[config.mk]
export PLATFORM = sky130hd
export DESIGN_NAME = ldo_control_and_fault_handler
export DESIGN_NICKNAME = d
export VERILOG_FILES = /design/src/shared/ldo_ctrl_pkg.sv /design/src/shared/ramp_if.sv /design/src/design/ldo_control_and_fault_handler.sv /design/src/design/ramp_timer.sv
export SDC_FILE = /design/constraint.sdc
export NUM_CORES = 1
export LEC_CHECK = 0
export BUFFER_PORTS_ARGS = -buffer_cell sky130_fd_sc_hd__buf_4
export CAP_MARGIN = 20
export CORE_MARGIN = 10
export CORE_UTILIZATION = 29
export DETAILED_ROUTE_END_ITERATION = 10
export PLACE_DENSITY = 0.57
export SLEW_MARGIN = 20
export SYNTH_ARGS = -nofsm -noshare
export SYNTH_HDL_FRONTEND = slang
export SYNTH_SLANG_ARGS = --single-unit
[constraint.sdc]
create_clock -name clk_i -period 3.7 [get_ports clk_i]
set_input_delay 0 -clock clk_i [delete_from_list [all_inputs] [get_ports clk_i]]
set_output_delay 0 -clock clk_i [all_outputs]
set_load 0.01 [all_outputs]
[src/shared/ldo_ctrl_pkg.sv]
// Purpose: constants and types for the dual linear regulator control block
// Assumes: 50 MHz clock, Avalon-MM register access with 32-bit words
// Notes:   times are kept in their own units, cycle counts derived here
package ldo_ctrl_pkg;

    localparam int unsigned CLK_HZ       = 50_000_000;
    localparam int unsigned SST_SHORT_US = 200;
    localparam int unsigned SST_LONG_US  = 360;
    localparam int unsigned OV_DEGL_US   = 10;
    localparam int unsigned RESTART_MS   = 100;

    // least times scale by whole clock cycles per microsecond or millisecond
    localparam int unsigned SST_SHORT_CYC = (SST_SHORT_US * (CLK_HZ / 1_000_000));
    localparam int unsigned SST_LONG_CYC  = (SST_LONG_US * (CLK_HZ / 1_000_000));
    localparam int unsigned OV_DEGL_CYC   = (OV_DEGL_US * (CLK_HZ / 1_000_000));
    localparam int unsigned RESTART_CYC   = (RESTART_MS * (CLK_HZ / 1_000));

    // register word addresses (byte offsets)
    localparam logic [3:0] ADDR_CTRL   = 4'h0;
    localparam logic [3:0] ADDR_VCODE1 = 4'h4;
    localparam logic [3:0] ADDR_VCODE2 = 4'h8;
    localparam logic [3:0] ADDR_MASK   = 4'hc;

    // control register fields
    localparam int unsigned CTRL_OFF1  = 0;
    localparam int unsigned CTRL_OFF2  = 1;
    localparam int unsigned CTRL_DIS1  = 2;
    localparam int unsigned CTRL_DIS2  = 3;
    localparam int unsigned CTRL_SST1  = 4;
    localparam int unsigned CTRL_SST2  = 5;
    localparam int unsigned CTRL_LIM1  = 6;
    localparam int unsigned CTRL_NLIM  = 7;
    localparam int unsigned CTRL_W     = 8;

    // status fields (read in the control word, bits 16 and up)
    localparam int unsigned STAT_BASE  = 16;

    // mask register fields, all masked at reset
    localparam int unsigned MSK_OC1    = 0;
    localparam int unsigned MSK_OC2    = 1;
    localparam int unsigned MSK_OC     = 2;
    localparam int unsigned MSK_WARN   = 3;
    localparam int unsigned MSK_OV     = 4;
    localparam int unsigned MSK_UV     = 5;
    localparam int unsigned MSK_W      = 6;
    localparam logic [MSK_W-1:0] MASK_RESET = 6'h3f;

    localparam logic [5:0] VCODE_RESET = 6'h18;

    // factory strap encodings of the first regulator's role
    localparam logic [1:0] FCFG_NSW    = 2'b01;
    localparam logic [1:0] FCFG_PSW    = 2'b10;

    typedef enum logic [1:0] {
        MODE_LDO,
        MODE_NSW,
        MODE_PSW
    } sw_mode_e;

    typedef enum logic [2:0] {
        SEQ_START1,
        SEQ_START2,
        SEQ_ACTIVE,
        SEQ_UVFAULT
    } seq_state_e;

endpackage

[src/shared/ramp_if.sv]
// Purpose: carries one soft-start request and its completion
// Assumes: single clock
// Notes:   start is a one-cycle pulse, busy stands until the ramp ends
`timescale 1ns/1ps
interface ramp_if;
    logic        start;
    logic        abort;
    logic [23:0] length;
    logic        busy;
    logic        done;
    modport ctrl (output start, output abort, output length, input busy, input done);
    modport timer(input start, input abort, input length, output busy, output done);
endinterface

[src/design/ldo_control_and_fault_handler.sv]
// Purpose: enable sequencing, soft-start, limits and fault response of two regulators
// Assumes: analog comparators arrive as levels synchronous to clk_i
// Notes:   one ramp timer is shared; regulators start one after the other
//
// The Avalon-MM slave port and the address map were chosen for this implementation.
`timescale 1ns/1ps

module ldo_control_and_fault_handler
    import ldo_ctrl_pkg::*;
#(
    parameter int unsigned RESTART_CYCLES = ldo_ctrl_pkg::RESTART_CYC
) (
    // clock and reset
    input  wire logic        clk_i,
    input  wire logic        rst_i,
    // avalon-mm slave
    input  wire logic [3:0]  avs_address_i,
    input  wire logic        avs_read_i,
    input  wire logic        avs_write_i,
    input  wire logic [31:0] avs_writedata_i,
    input  wire logic [3:0]  avs_byteenable_i,
    output logic [31:0]      avs_readdata_o,
    output logic             avs_waitrequest_o,
    // factory configuration
    input  wire logic [1:0]  factory_config_option_i,
    input  wire logic        factory_second_limit_i,
    // general-purpose disable inputs
    input  wire logic [1:0]  gpio_disable_i,
    // analog status
    input  wire logic [1:0]  current_limit_i,
    input  wire logic [1:0]  undervoltage_i,
    input  wire logic        switch_input_over_i,
    // regulator controls
    output logic [1:0]       ldo_enable_o,
    output logic [1:0]       ldo_ramp_active_o,
    output logic [1:0]       ldo_discharge_o,
    output logic [5:0]       ldo1_voltage_code_o,
    output logic [5:0]       ldo2_voltage_code_o,
    output logic [1:0]       ldo_limit_high_o,
    output logic             nchannel_switch_submode_o,
    output logic             pchannel_switch_submode_o,
    output logic             power_good_status_o,
    output logic             undervoltage_fault_state_o,
    output logic             fault_interrupt_n_o
);
    import ldo_ctrl_pkg::*;

    // the wait counter is 24 bits wide and loads RESTART_CYCLES - 1, so the count must be at least 1
    if (RESTART_CYCLES < 1 || RESTART_CYCLES > 32'h00ffffff) begin : g_bad_restart
        $error("RESTART_CYCLES out of range");
    end

    typedef struct packed {
        seq_state_e       seq;
        logic [1:0]       en;
        logic [1:0]       ramping;
        logic [CTRL_W-1:0] ctrl;
        logic [5:0]       vcode1;
        logic [5:0]       vcode2;
        logic [MSK_W-1:0] mask;
        logic             lim2;
        sw_mode_e         mode;
        logic             irq_n;
        logic [23:0]      wait_cnt;
        logic             ov_off;
        logic [9:0]       degl_cnt;
        logic             rd_valid;
        logic [31:0]      rdata;
        logic [1:0]       start_pend;
    } st_s;

    st_s st_r;
    st_s st_nxt;

    ramp_if ramp ();

    ramp_timer u_ramp (
        .clk_i (clk_i),
        .rst_i (rst_i),
        .rq    (ramp.timer)
    );

    // voltage target in millivolts, used only for visibility in status
    function automatic logic [11:0] code_to_mv(input logic [5:0] code);
        code_to_mv = 12'd600 + 12'(code) * 12'd50;
    endfunction

    function automatic logic [23:0] ramp_len(input logic idx, input logic sst_sel,
                                             input sw_mode_e mode);
        if (idx == 1'b0 && mode == MODE_PSW) begin
            ramp_len = 24'h0;
        end else if (idx == 1'b0 && mode == MODE_NSW) begin
            ramp_len = 24'(SST_SHORT_CYC);
        end else begin
            ramp_len = sst_sel ? 24'(SST_LONG_CYC) : 24'(SST_SHORT_CYC);
        end
    endfunction

    // strap decode, used for reset value and every later cycle
    function automatic sw_mode_e decode_mode(input logic [1:0] opt);
        if (opt == FCFG_NSW) begin
            decode_mode = MODE_NSW;
        end else if (opt == FCFG_PSW) begin
            decode_mode = MODE_PSW;
        end else begin
            decode_mode = MODE_LDO;
        end
    endfunction

    logic        acc;
    logic [31:0] wmask;
    logic        uv_hit;
    logic        in_switch;

    always_comb begin
        st_nxt        = st_r;
        ramp.start    = 1'b0;
        ramp.abort    = 1'b0;
        ramp.length   = 24'h0;
        in_switch     = (st_r.mode != MODE_LDO);
        acc           = (avs_read_i || avs_write_i) && !st_r.rd_valid;
        wmask         = {{8{avs_byteenable_i[3]}}, {8{avs_byteenable_i[2]}},
                         {8{avs_byteenable_i[1]}}, {8{avs_byteenable_i[0]}}};
        st_nxt.rd_valid = acc;
        // submode and second limit come from factory straps only
        st_nxt.mode   = decode_mode(factory_config_option_i);
        st_nxt.lim2   = factory_second_limit_i;

        // limit-induced undervoltage; switch mode drops uv on first regulator
        uv_hit = 1'b0;
        for (int i = 0; i < 2; i++) begin
            if (st_r.en[i] && current_limit_i[i] && undervoltage_i[i]
                && !st_r.mask[MSK_OC1 + i] && !st_r.mask[MSK_UV]
                && !(i == 0 && in_switch)) begin
                uv_hit = 1'b1;
            end
        end

        // write lands on the answer edge, while the master still holds it
        if (avs_write_i && st_r.rd_valid) begin
            if (avs_address_i == ADDR_CTRL) begin
                st_nxt.ctrl = (st_r.ctrl & ~wmask[CTRL_W-1:0])
                            | (avs_writedata_i[CTRL_W-1:0] & wmask[CTRL_W-1:0]);
            end else if (avs_address_i == ADDR_VCODE1 && avs_byteenable_i[0]) begin
                st_nxt.vcode1 = avs_writedata_i[5:0];
            end else if (avs_address_i == ADDR_VCODE2 && avs_byteenable_i[0]) begin
                st_nxt.vcode2 = avs_writedata_i[5:0];
            end else if (avs_address_i == ADDR_MASK && avs_byteenable_i[0]) begin
                st_nxt.mask = avs_writedata_i[MSK_W-1:0];
            end
        end

        // register reads
        if (acc && avs_read_i) begin
            if (avs_address_i == ADDR_CTRL) begin
                st_nxt.rdata = {10'h0, st_r.seq == SEQ_UVFAULT, st_r.ov_off,
                                st_r.ramping, st_r.en, 8'h0, st_r.ctrl};
            end else if (avs_address_i == ADDR_VCODE1) begin
                st_nxt.rdata = {4'h0, code_to_mv(st_r.vcode1), 10'h0, st_r.vcode1};
            end else if (avs_address_i == ADDR_VCODE2) begin
                st_nxt.rdata = {4'h0, code_to_mv(st_r.vcode2), 10'h0, st_r.vcode2};
            end else if (avs_address_i == ADDR_MASK) begin
                st_nxt.rdata = {26'h0, st_r.mask};
            end else begin
                st_nxt.rdata = 32'h0;
            end
        end

        // ramp completion clears the ramping flags of both regulators
        if (ramp.done) begin
            st_nxt.ramping = 2'b00;
        end

        // switch over-voltage deglitch and retry
        if (in_switch && switch_input_over_i && !st_r.ov_off && st_r.en[0]) begin
            if (st_r.degl_cnt >= 10'(OV_DEGL_CYC - 1)) begin
                st_nxt.ov_off   = 1'b1;
                st_nxt.en[0]    = 1'b0;
                st_nxt.ramping[0] = 1'b0;
                st_nxt.wait_cnt = 24'(RESTART_CYCLES - 1);
                st_nxt.degl_cnt = 10'h0;
                ramp.abort      = 1'b1;
            end else begin
                st_nxt.degl_cnt = st_r.degl_cnt + 10'h1;
            end
        end else begin
            st_nxt.degl_cnt = 10'h0;
        end

        case (st_r.seq)
            SEQ_START1: begin
                if (!st_r.start_pend[0]) begin
                    st_nxt.en[0]         = 1'b1;
                    st_nxt.ramping[0]    = 1'b1;
                    st_nxt.start_pend[0] = 1'b1;
                    ramp.start  = 1'b1;
                    ramp.length = ramp_len(1'b0, st_r.ctrl[CTRL_SST1], st_r.mode);
                end else if (ramp.done) begin
                    st_nxt.seq = SEQ_START2;
                end
            end
            SEQ_START2: begin
                if (!st_r.start_pend[1]) begin
                    st_nxt.en[1]         = 1'b1;
                    st_nxt.ramping[1]    = 1'b1;
                    st_nxt.start_pend[1] = 1'b1;
                    ramp.start  = 1'b1;
                    ramp.length = ramp_len(1'b1, st_r.ctrl[CTRL_SST2], st_r.mode);
                end else if (ramp.done) begin
                    st_nxt.seq = SEQ_ACTIVE;
                end
            end
            SEQ_ACTIVE: begin
                for (int i = 0; i < 2; i++) begin
                    if (st_r.ctrl[CTRL_OFF1 + i] || gpio_disable_i[i]) begin
                        st_nxt.en[i] = 1'b0;
                    end
                end
                // retry after switch over-voltage
                if (st_r.ov_off) begin
                    if (st_r.wait_cnt == 24'h0) begin
                        st_nxt.ov_off     = 1'b0;
                        st_nxt.en[0]      = 1'b1;
                        st_nxt.ramping[0] = 1'b1;
                        ramp.start  = 1'b1;
                        ramp.length = ramp_len(1'b0, st_r.ctrl[CTRL_SST1], st_r.mode);
                    end else begin
                        st_nxt.wait_cnt = st_r.wait_cnt - 24'h1;
                    end
                end
                if (uv_hit) begin
                    st_nxt.seq      = SEQ_UVFAULT;
                    st_nxt.en       = 2'b00;
                    st_nxt.ramping  = 2'b00;
                    st_nxt.irq_n    = 1'b0;
                    st_nxt.ov_off   = 1'b0;
                    st_nxt.wait_cnt = 24'(RESTART_CYCLES - 1);
                    ramp.abort      = 1'b1;
                end
            end
            SEQ_UVFAULT: begin
                if (st_r.wait_cnt == 24'h0) begin
                    st_nxt.seq        = SEQ_START1;
                    st_nxt.start_pend = 2'b00;
                    st_nxt.irq_n      = 1'b1;
                end else begin
                    st_nxt.wait_cnt = st_r.wait_cnt - 24'h1;
                end
            end
            default: begin
                st_nxt.seq = SEQ_START1;
            end
        endcase
    end

    always_ff @(posedge clk_i) begin
        if (rst_i) begin
            st_r            <= '0;
            st_r.seq        <= SEQ_START1;
            st_r.vcode1     <= VCODE_RESET;
            st_r.vcode2     <= VCODE_RESET;
            st_r.mask       <= MASK_RESET;
            st_r.irq_n      <= 1'b1;
            // straps apply from the first start, so a switch never gets a stale ramp
            st_r.mode       <= decode_mode(factory_config_option_i);
            st_r.lim2       <= factory_second_limit_i;
        end else begin
            st_r <= st_nxt;
        end
    end

    assign avs_waitrequest_o   = (avs_read_i || avs_write_i) && !st_r.rd_valid;
    assign avs_readdata_o      = st_r.rdata;
    assign ldo_enable_o        = st_r.en;
    assign ldo_ramp_active_o   = st_r.ramping;
    // discharge gated by both off state and its own bit
    assign ldo_discharge_o     = ~st_r.en & {st_r.ctrl[CTRL_DIS2], st_r.ctrl[CTRL_DIS1]};
    assign ldo1_voltage_code_o = st_r.vcode1;
    assign ldo2_voltage_code_o = st_r.vcode2;
    // bit 0: first limit selects high level; in nsw the dedicated bit does
    assign ldo_limit_high_o    = {st_r.lim2, (st_r.mode == MODE_NSW) ?
                                  st_r.ctrl[CTRL_NLIM] : st_r.ctrl[CTRL_LIM1]};
    assign nchannel_switch_submode_o  = (st_r.mode == MODE_NSW);
    assign pchannel_switch_submode_o  = (st_r.mode == MODE_PSW);
    assign power_good_status_o = (st_r.mode != MODE_LDO) && st_r.en[0]
                                 && !current_limit_i[0];
    assign undervoltage_fault_state_o = (st_r.seq == SEQ_UVFAULT);
    assign fault_interrupt_n_o = st_r.irq_n;
endmodule

[src/design/ramp_timer.sv]
// Purpose: down-counter timing one soft-start ramp
// Assumes: length of zero means no timed ramp, done follows at once
// Notes:   a new start restarts the count
`timescale 1ns/1ps
module ramp_timer (
    // clock and reset
    input  wire logic clk_i,
    input  wire logic rst_i,
    // ramp request
    ramp_if.timer     rq
);
    typedef struct packed {
        logic [23:0] cnt;
        logic        busy;
        logic        done;
    } rt_s;

    rt_s st_r;
    rt_s st_nxt;

    always_comb begin
        st_nxt      = st_r;
        st_nxt.done = 1'b0;
        if (rq.abort) begin
            st_nxt.busy = 1'b0;
        end else if (rq.start) begin
            if (rq.length == 24'h0) begin
                st_nxt.done = 1'b1;
            end else begin
                st_nxt.busy = 1'b1;
                st_nxt.cnt  = rq.length - 24'h1;
            end
        end else if (st_r.busy) begin
            if (st_r.cnt == 24'h0) begin
                st_nxt.busy = 1'b0;
                st_nxt.done = 1'b1;
            end else begin
                st_nxt.cnt = st_r.cnt - 24'h1;
            end
        end
    end

    always_ff @(posedge clk_i) begin
        if (rst_i) begin
            st_r <= '0;
        end else begin
            st_r <= st_nxt;
        end
    end

    assign rq.busy = st_r.busy;
    assign rq.done = st_r.done;
endmodule

==> impl.org <==
** Finish
- Share of final-layout standard cells stronger than drive strength 1 :: 0.139
- In the final layout, the multi-input gates occupy 4930 sq um.
- Leaving out fill and tap cells, the most frequent cell in the layout is nor2_1.
- Area added between synthesis and finish :: 17.5%
- Commonest cells after routing, fill and taps aside :: nor2_1 (123), dfxtp_1 (120), buf_4 (93)
- Total number of nets in the final design :: between 1000 and 1500
- In the final layout, flip-flops and latches occupy 2400 sq um.
- Fillcell total :: approximately 2900
- Antenna cell count :: 0

** Yosys
- The most used flip-flop cell after synthesis is dfxtp_1.
- Post-synthesis async set-or-reset flop share :: 0
- Synthesis produced a netlist whose cell count is 1002.
- After synthesis the cells add up to around 8000 sq um.
- After synthesis, the mean cell area works out to ~8.0 sq um.
- Unique masters post-synth :: around 80
- Counting flops and latches in the post-synthesis netlist gives between 100 and 150.
- Total of warnings raised by yosys :: 0
- Sequential cell area fraction in the yosys report :: 0.300
- In this run, synthesis inferred 0 flip-flops with an integrated enable.

** Timing
- Worst clock skew :: approximately 12 ps
- Accumulated negative setup slack :: 0 ps
- Relative slew margins :: 0.409
- For the pin with the worst max-slew slack, the measured transition is approximately 890 ps.
- Total count of hold-check failures in the final report :: 0
- Final number of setup-violating endpoints :: 0
- Max frequency :: between 0.2 and 0.3 GHz
- Final worst path period share :: 0.942
- Final period demand of the worst path :: 3490 ps
- Setup repair after global routing left no endpoint under its margin.
- Hold slack :: about 31 ps
- The max-slew violation total from the final report is 0.

** Power
- Leakage power of the design :: between 3 and 4 nW
- Power Dens Cells :: around 480 nW/um^2
- Across the VDD grid, the largest voltage drop is 0.000295 V.

** Global route
- Vias in the first global route :: 6904
- Summed over all layers, the global routing overflow is 0.
- Entering global routing, the biggest net connects 63 pins.
- The initial antenna violation count was 0.
- Wire length of the first global-routing pass :: around 37000 um
- All-layer global routing usage :: 0.135

** Job
- The tool flagged a number of max-cap violations equal to 0.

** Route
- Vias/cell :: around 5.2
- Number of remaining DRC errors :: 0
- The detail route stage leaves a number of antenna-violating nets equal to 0.
- For this block, the initial DRC count from the detailed router was 496.
- DR pass1 iterations :: 5
- The routed layout has about 7300 vias.
- Summed over all layers, the routed wires come to ~23000 um.
- Routed len/inst :: ~16 um

** Worst setup path
- At the worst endpoint, the arrival time is around 3800 ps.
- The worst setup path is of the flop to flop kind.
- Category of the worst setup path capture point :: flop
- STA classifies the critical path startpoint as a flop.
- Critical path data required time :: 4020 ps
- Crit-path max FO :: 6

** Floorplanning
- Horizontal die dimension :: approximately 190 um
- Number of placement rows :: 60
- After floorplanning, the core was sized to cover around 27000 sq um.
- Measured along the y axis, the die boundary spans approximately 190 um.
- Initial Utilization :: 0.296
- Total Die Area :: approximately 35000 sq um
- Ports :: about 110

** Worst hold path
- Worst hold-check path type :: input port to flop

** CTS
- Clock tree synthesis found a total of between 100 and 150 sinks.
- TritonCTS built the clock tree.
- Num CTS Buffers :: 17
- Cell at the root of the clock tree :: clkbuf_16
- Clock latency at the later pin of the worst-skew pair :: around 430 ps
- The H-tree was split into 4 levels.
- After clock tree synthesis, the clock-pin slew on the worst setup and hold paths is around 60 ps.
- In this run the deepest clock path goes through 2 buffers.

** Placed design
- The wire-length estimate of the detail-placed layout is between 15000 and 20000 um.
- Input and output buffers added on the ports amount to slightly above 70.
- Gp weighted congestion :: 0.852

** Status
- Result of the run :: complete, no violations
-- final cells by class --
class,instances,area share
repair buffers,108,0.0902
clock buffers,20,0.0485
multi-input cells,757,0.524
inverters,46,0.0184
well taps,341,0.0453
clock inverters,10,0.0186
flip-flops and latches,120,0.255
-- report_power, final --
| group | switching (mW) | leakage (nW) | internal [mW] |
|---|---|---|---|
| clock network | 0.603 | 0.315 | 1.22 |
| logic | 0.730 | 2.53 | 0.444 |
| registers | 0.122 | 0.976 | 1.39 |
-- registers in the layout, indices dropped and copies added, names as in the netlist --
signal and count:
st_r 56, ldo_ramp_active_o 2, u_ramp.rq.busy 1, ldo1_voltage_code_o 6
u_ramp.rq.done 1, ldo_enable_o 2, ldo_limit_high_o 1, u_ramp.st_r 24
ldo2_voltage_code_o 6, avs_readdata_o 20, fault_interrupt_n_o 1
-- synthesized netlist by cell type, types with 5 or more instances --
library cell,instances,area (sq um)
nand4b_1,5,43.8
xnor2_1,18,158
nor2_1,123,462
buf_2,5,25.0
a211o_1,14,123
a22oi_1,6,45.0
nor3_1,30,150
a21oi_1,73,365
and2_1,7,43.8
nor4_1,10,62.6
xor2_1,13,114
mux2i_1,26,260
nand3_1,20,100
nand2_1,71,267
buf_4,51,383
a31oi_1,19,119
and3_1,11,68.8
a221oi_1,12,105
nand2b_1,16,100
clkbuf_1,28,105
o31ai_1,6,45.0
nand4_1,6,37.5
ha_1,59,738
nor3b_1,9,67.6
dfxtp_1,120,2400
o21ai_1,16,80.1
inv_1,46,173
or3_1,10,62.6
a211oi_1,8,60.1
nor2b_1,15,93.8
o21ai_0,60,300
-- what timing repair did --
| item | in CTS | in global routing |
|---|---|---|
| buffers inserted | 0 | 0 |
| endpoints found under the hold margin | 31 | 0 |
| gates resized for setup | 0 | 2 |
| endpoints found under the setup margin | 0 | 2 |
| hold buffers | 15 | 0 |
-- worst paths after layout --
kind / start / to / slack [ps] / cells after the start
worst max-delay path: ldo2_voltage_code_o[3]$_SDFFE_PP1P_ / avs_readdata_o[27]$_SDFFE_PP0P_ / 210 / 11
worst min-delay path: avs_address_i[0] / avs_readdata_o[19]$_SDFFE_PP0P_ / 30 / 4
worst min register to register: st_r[35]$_SDFF_PP0_ / st_r[35]$_SDFF_PP0_ / 450 / 1
worst max register to register: ldo2_voltage_code_o[3]$_SDFFE_PP1P_ / avs_readdata_o[27]$_SDFFE_PP0P_ / 210 / 11
-- critical path, stage by stage, from the launching register on --
cell and delay [ps]:
dfxtp_1 440, ha_1 280, ha_1 300, ha_1 300, ha_1 350, o21ai_0 170
or4b_1 500, o2111ai_1 150, a21boi_0 260, xor2_1 260, a22oi_1 120, o41ai_2 240
-- per-layer routing --
layer  vias to the layer above  track usage  wire length, um
li1                       3640            -                -
met1                      3438        0.185            11300
met2                       198        0.208            10100
met3                        17       0.0332             1450
met4                         0       0.0329              238
met5                         -            0                0
-- per-stage QoR --
step           cells  power (mW)  area [sq um]  worst slack, ps   util
2_1_floorplan   1014        2.39          8050              527      -
3_3_place_gp    1357        2.68          8610              300  0.319
3_5_place_dp    1357        2.69          8610              235  0.319
4_1_cts         1402        4.54          9400              204  0.348
5_1_grt         1402        4.77          9410             3.93  0.348
6_report        1402        4.51          9410              214  0.348
-- cell families (layout without fill, tap and decap cells) --
kind of cell    Yosys count  after routing  synth area share
compound gates          269            269             0.216
xor+xnor                 31             31            0.0339
fa+ha+maj                61             61            0.0972
buf+inv                 137            184            0.0917
flops                   120            120             0.300
mux                      27             27            0.0339
other cells               1             13          0.000468
simple gates            356            356             0.227
Power figures use the tool's default switching activity.
